--- src/verilog/aac_pkg.sv ---
// Register map, field layout and channel codes of the auxiliary converter result and comparator block
package aac_pkg;

  // APB address and data widths
  localparam int ADDR_W = 18;
  localparam int DATA_W = 32;
  localparam int REG_W = 16;
  localparam int IDX_W = 16;

  // Register indexes; the byte address is four times the index
  localparam logic [IDX_W-1:0] IDX_MEASUREMENT_RESULT = 16'h402d;
  localparam logic [IDX_W-1:0] IDX_COMPARATOR_CONTROL = 16'h4030;
  localparam logic [IDX_W-1:0] IDX_COMPARATOR_ONE_SETUP = 16'h4031;
  localparam logic [IDX_W-1:0] IDX_EVENT_FLAGS = 16'h4040;

  // Number of digital comparators and their registers
  localparam int N_CMP = 4;

  // Result register layout
  localparam int CODE_W = 12;
  localparam int TAG_W = 4;
  localparam int RES_CODE_LSB = 0;
  localparam int RES_TAG_LSB = 12;

  // Comparator control register layout
  localparam int CTL_ENA_LSB = 0;
  localparam int CTL_STATE_LSB = 8;

  // Comparator setup register layout
  localparam int SEL_W = 3;
  localparam int SET_LIMIT_LSB = 0;
  localparam int SET_DIR_BIT = 12;
  localparam int SET_SEL_LSB = 13;

  // Event flag register layout (write one to clear)
  localparam int FLG_READY_BIT = 0;
  localparam int FLG_CMP_LSB = 1;

  // Reset values
  localparam logic [REG_W-1:0] RESULT_RESET = 16'h0000;
  localparam logic [REG_W-1:0] SETUP_RESET = 16'h0000;
  localparam logic [N_CMP-1:0] CTL_RESET = 4'h0;

  // Channel tag codes shared by the result tag and comparator source
  localparam logic [TAG_W-1:0] TAG_BACKUP = 4'h0;
  localparam logic [TAG_W-1:0] TAG_PIN_ONE = 4'h1;
  localparam logic [TAG_W-1:0] TAG_PIN_TWO = 4'h2;
  localparam logic [TAG_W-1:0] TAG_PIN_THREE = 4'h3;
  localparam logic [TAG_W-1:0] TAG_DIE_TEMP = 4'h5;
  localparam logic [TAG_W-1:0] TAG_MAIN_SUPPLY = 4'h7;
  localparam logic [SEL_W-1:0] SEL_BACKUP = 3'h0;

endpackage : aac_pkg

--- src/verilog/aac_cmp_if.sv ---
// Carrier between the top block and one digital comparator
`timescale 1ns/1ps
interface aac_cmp_if;
  logic conv_valid;
  logic [aac_pkg::CODE_W-1:0] conv_code;
  logic [aac_pkg::TAG_W-1:0] conv_tag;
  logic cmp_enable;
  logic [aac_pkg::SEL_W-1:0] cmp_channel_select;
  logic cmp_direction;
  logic [aac_pkg::CODE_W-1:0] cmp_limit;
  logic cmp_state;
  logic cmp_hit;

  modport top (
    output conv_valid,
    output conv_code,
    output conv_tag,
    output cmp_enable,
    output cmp_channel_select,
    output cmp_direction,
    output cmp_limit,
    input cmp_state,
    input cmp_hit
  );

  modport cmp (
    input conv_valid,
    input conv_code,
    input conv_tag,
    input cmp_enable,
    input cmp_channel_select,
    input cmp_direction,
    input cmp_limit,
    output cmp_state,
    output cmp_hit
  );
endinterface : aac_cmp_if

--- src/verilog/aac_cmp.sv ---
// One digital threshold comparator on freshly converted results
`timescale 1ns/1ps
module aac_cmp #(
  parameter bit IS_FOURTH = 1'b0
) (
  input wire logic pclk,
  input wire logic presetn,
  aac_cmp_if.cmp cif
);

  logic state_r;
  logic state_nxt;
  logic hit_r;
  logic hit_nxt;
  wire logic src_legal;
  wire logic chan_match;
  wire logic at_or_above;
  wire logic detect;
  wire logic evaluate;

  // Source zero watches the backup battery, only on the fourth comparator
  assign src_legal = IS_FOURTH || (cif.cmp_channel_select != aac_pkg::SEL_BACKUP);
  assign chan_match = src_legal && (cif.conv_tag == {1'b0, cif.cmp_channel_select});
  // Limit coded exactly as the result code, unsigned compare
  assign at_or_above = (cif.conv_code >= cif.cmp_limit);
  assign detect = cif.cmp_direction ? at_or_above : ~at_or_above;
  // Evaluate only on a new conversion, only when enabled
  assign evaluate = cif.conv_valid && cif.cmp_enable && chan_match;

  // Status holds between evaluations; hit pulses on a detection
  always_comb begin
    state_nxt = evaluate ? detect : state_r;
    hit_nxt = evaluate && detect;
  end

  // Comparator flops
  always_ff @(posedge pclk or negedge presetn) begin
    if (!presetn) begin
      state_r <= 1'b0;
      hit_r <= 1'b0;
    end else begin
      state_r <= state_nxt;
      hit_r <= hit_nxt;
    end
  end

  assign cif.cmp_state = state_r;
  assign cif.cmp_hit = hit_r;

endmodule : aac_cmp

--- src/verilog/aac_top.sv ---
// Auxiliary converter result register, four threshold comparators and APB register slave
//
// Overview of operation
// - Result holds tag 15:12, code 11:0
// - Tags 1-3 pins, 5 temperature, 7 supply
// - Each conversion overwrites the single result
// - Voltage code step is 1.465 millivolts
// - Temperature is 498 minus code, over 1.09
// - Ready event only once result is readable
// - Four comparators, each status and event flag
// - Enables at control bits 3 down to 0
// - Compare only right after a conversion completes
// - Source select in setup bits 15:13
// - Only comparator four watches backup battery
// - Direction bit picks above or below
// - Status bits 11 down to 8, read-only
// - Limit coded like the monitored channel code
// - Direction bit 12, limit bits 11:0
// - Source zero reserved except comparator four
// - Ready flag clears only by writing one
`timescale 1ns/1ps
module aac_top (
  input wire logic pclk,
  input wire logic presetn,
  input wire logic psel,
  input wire logic penable,
  input wire logic pwrite,
  input wire logic [aac_pkg::ADDR_W-1:0] paddr,
  input wire logic [aac_pkg::DATA_W-1:0] pwdata,
  output logic [aac_pkg::DATA_W-1:0] prdata,
  output logic pready,
  output logic pslverr,
  input wire logic conv_done,
  input wire logic [aac_pkg::CODE_W-1:0] conv_code,
  input wire logic [aac_pkg::TAG_W-1:0] conv_tag,
  output logic result_ready_flag,
  output logic [aac_pkg::N_CMP-1:0] cmp_event
);

  ////////////////////////////////////////////////////////////////////////////////
  // Declarations

  localparam int N = aac_pkg::N_CMP;
  localparam int PAD_W = aac_pkg::DATA_W - aac_pkg::REG_W;

  logic [aac_pkg::REG_W-1:0] result_r;
  logic [aac_pkg::REG_W-1:0] result_nxt;
  logic [N-1:0] enable_r;
  logic [N-1:0] enable_nxt;
  logic [aac_pkg::REG_W-1:0] setup_r [N];
  logic ready_flag_r;
  logic ready_flag_nxt;
  logic [N-1:0] event_r;
  logic [N-1:0] event_nxt;
  logic pready_r;
  logic pslverr_r;
  logic [aac_pkg::DATA_W-1:0] prdata_r;
  logic [aac_pkg::REG_W-1:0] rd_mux;

  wire logic [aac_pkg::IDX_W-1:0] word_idx;
  wire logic hit_result;
  wire logic hit_control;
  wire logic hit_flags;
  wire logic [N-1:0] hit_setup;
  wire logic mapped;
  wire logic access_end;
  wire logic wr_go;
  wire logic wr_control;
  wire logic wr_flags;
  wire logic [N-1:0] state_vec;
  wire logic [N-1:0] hit_vec;
  wire logic [aac_pkg::REG_W-1:0] control_view;
  wire logic [aac_pkg::REG_W-1:0] flags_view;
  wire logic [aac_pkg::REG_W-1:0] setup_view;

  // Elaboration check: layout fixes four comparators
  if (N != 4) begin : g_bad_n
    $error("aac_top supports exactly four comparators");
  end

  ////////////////////////////////////////////////////////////////////////////////
  // APB address decode

  assign word_idx = paddr[aac_pkg::ADDR_W-1:2];
  assign hit_result = (word_idx == aac_pkg::IDX_MEASUREMENT_RESULT);
  assign hit_control = (word_idx == aac_pkg::IDX_COMPARATOR_CONTROL);
  assign hit_flags = (word_idx == aac_pkg::IDX_EVENT_FLAGS);
  assign mapped = hit_result | hit_control | hit_flags | (|hit_setup);
  // Access ends at the edge that samples pready high
  assign access_end = psel & penable & pready_r;
  assign wr_go = access_end & pwrite & mapped;
  assign wr_control = wr_go & hit_control;
  assign wr_flags = wr_go & hit_flags;

  // Per-comparator setup decode and register
  for (genvar i = 0; i < N; i++) begin : g_setup
    assign hit_setup[i] = (word_idx == (aac_pkg::IDX_COMPARATOR_ONE_SETUP + aac_pkg::IDX_W'(i)));

    // Source, direction and limit, reset to zero
    always_ff @(posedge pclk or negedge presetn) begin
      if (!presetn) begin
        setup_r[i] <= aac_pkg::SETUP_RESET;
      end else if (wr_go && hit_setup[i]) begin
        setup_r[i] <= pwdata[aac_pkg::REG_W-1:0];
      end
    end
  end

  ////////////////////////////////////////////////////////////////////////////////
  // Comparators

  for (genvar i = 0; i < N; i++) begin : g_cmp
    aac_cmp_if cif ();

    // New result goes to every comparator in the same cycle it is stored
    assign cif.conv_valid = conv_done;
    assign cif.conv_code = conv_code;
    assign cif.conv_tag = conv_tag;
    assign cif.cmp_enable = enable_r[i];
    assign cif.cmp_channel_select = setup_r[i][aac_pkg::SET_SEL_LSB +: aac_pkg::SEL_W];
    assign cif.cmp_direction = setup_r[i][aac_pkg::SET_DIR_BIT];
    assign cif.cmp_limit = setup_r[i][aac_pkg::SET_LIMIT_LSB +: aac_pkg::CODE_W];
    assign state_vec[i] = cif.cmp_state;
    assign hit_vec[i] = cif.cmp_hit;

    aac_cmp #(
      .IS_FOURTH(i == N - 1)
    ) u_cmp (
      .pclk(pclk),
      .presetn(presetn),
      .cif(cif)
    );
  end

  ////////////////////////////////////////////////////////////////////////////////
  // Result, enables and event flags

  always_comb begin
    // Latest conversion overwrites tag and code; code passed unscaled
    result_nxt = result_r;
    if (conv_done) begin
      result_nxt[aac_pkg::RES_TAG_LSB +: aac_pkg::TAG_W] = conv_tag;
      result_nxt[aac_pkg::RES_CODE_LSB +: aac_pkg::CODE_W] = conv_code;
    end
    enable_nxt = wr_control ? pwdata[aac_pkg::CTL_ENA_LSB +: N] : enable_r;
    // Write one clears; a new event in the same cycle wins
    ready_flag_nxt = ready_flag_r;
    if (wr_flags && pwdata[aac_pkg::FLG_READY_BIT]) begin
      ready_flag_nxt = 1'b0;
    end
    if (conv_done) begin
      ready_flag_nxt = 1'b1;
    end
    event_nxt = event_r;
    if (wr_flags) begin
      event_nxt = event_r & ~pwdata[aac_pkg::FLG_CMP_LSB +: N];
    end
    event_nxt = event_nxt | hit_vec;
  end

  // Result and flag flops
  always_ff @(posedge pclk or negedge presetn) begin
    if (!presetn) begin
      result_r <= aac_pkg::RESULT_RESET;
      enable_r <= aac_pkg::CTL_RESET;
      ready_flag_r <= 1'b0;
      event_r <= '0;
    end else begin
      result_r <= result_nxt;
      enable_r <= enable_nxt;
      ready_flag_r <= ready_flag_nxt;
      event_r <= event_nxt;
    end
  end

  ////////////////////////////////////////////////////////////////////////////////
  // Read views and APB answer

  // Control: status read-only, enables read back
  assign control_view = (aac_pkg::REG_W'(state_vec) << aac_pkg::CTL_STATE_LSB)
    | (aac_pkg::REG_W'(enable_r) << aac_pkg::CTL_ENA_LSB);
  assign flags_view = (aac_pkg::REG_W'(event_r) << aac_pkg::FLG_CMP_LSB)
    | (aac_pkg::REG_W'(ready_flag_r) << aac_pkg::FLG_READY_BIT);

  // Reading the result has no side effect on the ready flag
  always_comb begin
    rd_mux = '0;
    for (int k = 0; k < N; k++) begin
      if (hit_setup[k]) begin
        rd_mux = setup_r[k];
      end
    end
    if (hit_result) begin
      rd_mux = result_r;
    end
    if (hit_control) begin
      rd_mux = control_view;
    end
    if (hit_flags) begin
      rd_mux = flags_view;
    end
  end
  assign setup_view = rd_mux;

  // One wait state: pready rises in the second access cycle
  always_ff @(posedge pclk or negedge presetn) begin
    if (!presetn) begin
      pready_r <= 1'b0;
      pslverr_r <= 1'b0;
      prdata_r <= '0;
    end else begin
      pready_r <= psel & penable & ~pready_r;
      pslverr_r <= psel & penable & ~pready_r & ~mapped;
      if (psel && penable && !pready_r && !pwrite) begin
        prdata_r <= {{PAD_W{1'b0}}, setup_view};
      end
    end
  end

  ////////////////////////////////////////////////////////////////////////////////
  // Outputs

  assign prdata = prdata_r;
  assign pready = pready_r;
  assign pslverr = pslverr_r;
  assign result_ready_flag = ready_flag_r;
  assign cmp_event = event_r;

endmodule : aac_top

--- config.mk ---
export PLATFORM = sky130hd
export DESIGN_NAME = aac_top
export DESIGN_NICKNAME = d
export VERILOG_FILES = /design/src/verilog/aac_pkg.sv /design/src/verilog/aac_cmp_if.sv /design/src/verilog/aac_cmp.sv /design/src/verilog/aac_top.sv
export SDC_FILE = /design/constraint.sdc
export NUM_CORES = 1
export LEC_CHECK = 0
export ABC_AREA = 1
export ABC_CLOCK_PERIOD_IN_PS = 1600
export BUFFER_PORTS_ARGS = -buffer_cell sky130_fd_sc_hd__buf_2
export CAP_MARGIN = 25
export CORE_ASPECT_RATIO = 2
export CORE_MARGIN = 5
export CORE_UTILIZATION = 35
export DETAILED_ROUTE_END_ITERATION = 10
export HOLD_SLACK_MARGIN = 0.02
export PLACE_DENSITY_LB_ADDON = 0.08
export SLEW_MARGIN = 20
export SYNTH_ARGS = -nofsm -noshare
export SYNTH_HDL_FRONTEND = slang
export SYNTH_HIERARCHICAL = 1
export SYNTH_SLANG_ARGS = --single-unit
--- constraint.sdc ---
create_clock -name pclk -period 1.6 [get_ports pclk]
set_input_delay 0.24 -clock pclk [delete_from_list [all_inputs] [get_ports pclk]]
set_output_delay 0.24 -clock pclk [all_outputs]
set_load 0.01 [all_outputs]
==> flow_summary.ini <==
[run_status]
status = completed

[worst_setup_path]
cp.required_ns = 1.91
crit_path_end_kind = flip-flop
r2r_cells = 11
start_kind = flip-flop
cp.depth = 11
endpoint = g_cmp[1].u_cmp/cif.cmp_state
crit_path_start = g_cmp[1].cif.cmp_limit[10]
path_cells = inv_2 > ha_4 > nand2_4 > nor2_4 > nand2_1 > nor2_2 > nand2_2 > nand2_1 > nand2_1 > nand3_2 > nand2_1
crit_buf_inv = 1
cp_max_fo = 2
crit-reg2reg-capture = g_cmp[1].u_cmp/cif.cmp_state
critPathKind = reg2reg
path_delay_family = simple AND/OR/NAND/NOR gates
cpMostUsedCell = nand2_1
cp_slowest_cell = dfrtp_1
worstReg2RegStart = g_cmp[1].cif.cmp_limit[10]
arrival_ns = 1.87
rrSetupSlack_ns = 0.04
cpPeakStageDelay_ns = 0.37

[global_route]
grt.overflow.total = 0
grt_max_degree = 79
grt_pass1_vias = 6923
antenna_found_initial = 1
grtUsageTotal_pct = 21.1
grt_pass1_wl_um = 38400

[layout]
syn2layout_area_growth_pct = 35.1
layout.cells.non_filler = 1504
fin_nets = 1343
antenna_cells = 0
drive_above_1_share_pct = 27.9
fillers = 2170

[min_path]
hold_path_class = in2reg

[sta]
worst_pin_slew_ns = 0.508
setup_viol = 0
finClkSkew_ns = 0.0104
min_period_ns = 1.56
max_freq_mhz = 641
fin_crit_sh_pct = 97.4
slew_headroom_pct = 65.9
rsz0062_at_grt = true
drv_slew = 0
hold_violations = 0
setup_tns_ns = 0

[pwr]
power_w = 0.00753
peakVddDrop_mv = 0.603
p_per_area_nw_per_um2 = 753
p_leak_nw = 5.42

[clock_network]
htreeDepth = 4
clockBufferDepth = 2
clk_latency_ns = 0.42
numCtsBuffers = 17
cts_tree = built
clockRootBuffer = clkbuf_16
clock_sinks = 115
path_clk_slew_ns = 0.06

[drt]
drtIter0Drc = 339
via_per_inst = 4.71
routed_wl_um = 25600
vias = 7091
first_pass_iters = 5
antenna_left = 0
wl_per_cell_um = 17.0
drc_errors = 0

[place]
hpwl_um = 19400
dp_cells = 1456
routabilityCongestion = 0.834
portBuffers = 76

[synthesis]
yosys_warnings = 6
yosys.area_share.simple_pct = 29.4
synth_area_per_cell_um2 = 7.17
synthArstFlopShare_pct = 100
synth_mux_area_share_pct = 1.52
yosys.area_share.xor_xnor_pct = 0.710
synthAdderAreaFrac_pct = 8.11
netlist_instances = 1032
ys_top_cells_by_count = 303 x nand2_1, 157 x inv_1, 115 x dfrtp_1
synth_seq_cells = 115
yosys.area.top_type = dfrtp_1
synth_compound_area_share_pct = 8.87
synth_edf_count = 0
synth_top_family_by_area = simple AND/OR/NAND/NOR gates
ys_seq_area_share_pct = 38.9
synth_most_common_cell = nand2_1
yosys_most_used_dff = dfrtp_1
synth_top_area_share_pct = 38.9
ys_top_cells_by_area = dfrtp_1 39%, nand2_1 15%, ha_1 8.1%, inv_1 8.0%, nor2_1 5.5%
synth.distinct_cells = 36
synth_area_um2 = 7400

[die]
die-area_um2 = 24300
core_um2 = 20900
io_pins = 111
initial_utilization_pct = 35.4
die_h_um = 216
row_count = 75
die_w_um = 113

[run]
cap_violations = 0
-- tightest hold or removal path: stages --
cell and delay, ns:
buf_2 0.12, nand2_1 0.05, nand2_1 0.05
-- metal layers --
metal	up-vias	track usage [%]	wire length, um
met3	62	3.00	927
li1	3567	-	-
met4	2	9.99	1040
met1	3297	23.3	9660
met2	163	38.8	13900
met5	-	0	13
-- stage by stage --
step | worst slack (ns) | area [um^2] | hold WS (ns) | util, %
6_report | 0.0409 | 10000 | 0.0774 | 47.8
5_1_grt | -0.0503 | 10000 | 0.105 | 47.8
4_1_cts | -0.0445 | 9550 | 0.0670 | 45.6
3_5_place_dp | -0.334 | 8840 | 0.0786 | 42.2
3_3_place_gp | -0.359 | 8840 | 0.0751 | 42.2
2_1_floorplan | -0.00521 | 7460 | -0.0556 | -
-- power by group --
group          internal [W]  switching [W]  total, W  leakage, nW
Combinational      0.000266       0.000444  0.000710         3.70
Sequential          0.00295      0.0000194   0.00297         1.43
Clock               0.00244        0.00141   0.00385        0.288
Total               0.00566        0.00188   0.00753         5.42
-- cells in the final DEF (no fill, tap or decap), drive strengths merged --
master,synthesis,final
dlygate4sd3,0,1
o21ai,70,70
nand2,307,307
mux2,10,10
bufinv,0,2
inv,168,168
ha,48,48
nand3b,2,2
nand3,40,41
o211ai,5,5
o21a,3,3
clkbuf,11,22
nor2,124,124
buf,34,200
xnor2,2,2
conb,1,16
nor3,15,15
o31ai,1,1
nand4,20,20
nor3b,1,1
dfrtp,115,115
xor2,4,4
clkinvlp,0,2
clkinv,6,11
a21oi,44,44
a211oi,1,1
-- how the worst min path moves through the flow --
stage / depth (start not counted) / slack [ns] / start / end
floorplan: 0 / -0.06 / presetn / cmp_event[0]
global placement: 1 / 0.08 / presetn / g_cmp[3].cif.cmp_limit[4]
detailed placement: 1 / 0.08 / presetn / g_cmp[3].cif.cmp_limit[4]
CTS: 3 / 0.07 / conv_tag[3] / result_r[15]
global route: 3 / 0.10 / pwdata[4] / g_cmp[0].cif.cmp_limit[4]
finish: 3 / 0.08 / conv_tag[3] / result_r[15]
-- sequential cells by signal, indices dropped and copies added (netlist names) --
signal / cells
g_cmp.cif.cmp_direction: 4
cmp_event: 4
pready: 1
result_ready_flag: 1
g_cmp.cif.cmp_limit: 48
g_cmp.u_cmp/cif.cmp_hit: 4
prdata: 16
g_cmp.u_cmp/cif.cmp_state: 4
pslverr: 1
enable_r: 4
g_cmp.cif.cmp_channel_select: 12
result_r: 16
-- cell families (layout without fill, tap and decap cells) --
family	count (synthesis)	after routing
XOR/XNOR	6	6
AO/OA/AOI/OAI	124	124
adder cells (fa/ha/maj)	48	48
flip-flops	115	115
buffers and inverters	219	406
multiplexers	10	10
other	1	16
AND/OR/NAND/NOR	509	510
-- cell type report --
| cell class | instances | area, um^2 | area share (%) |
|---|---|---|---|
| Clock buffer | 22 | 484 | 4.84 |
| Clock inverter | 9 | 104 | 1.04 |
| Inverter | 174 | 661 | 6.61 |
| Multi-Input combinational cell | 714 | 4070 | 40.7 |
| Sequential cell | 115 | 2880 | 28.8 |
| Tap cell | 269 | 337 | 3.37 |
| Timing Repair Buffer | 201 | 1470 | 14.7 |
-- repair_timing --
item | in CTS | in global routing
hold endpoints to repair | 115 | 0
setup buffers | 5 | 10
pin swaps | 10 | 32
setup endpoints to repair | 33 | 52
cloned | 0 | 1
gates resized for setup | 15 | 78
hold buffers | 1 | 0
Note: power is estimated with default switching activity, not from simulation.
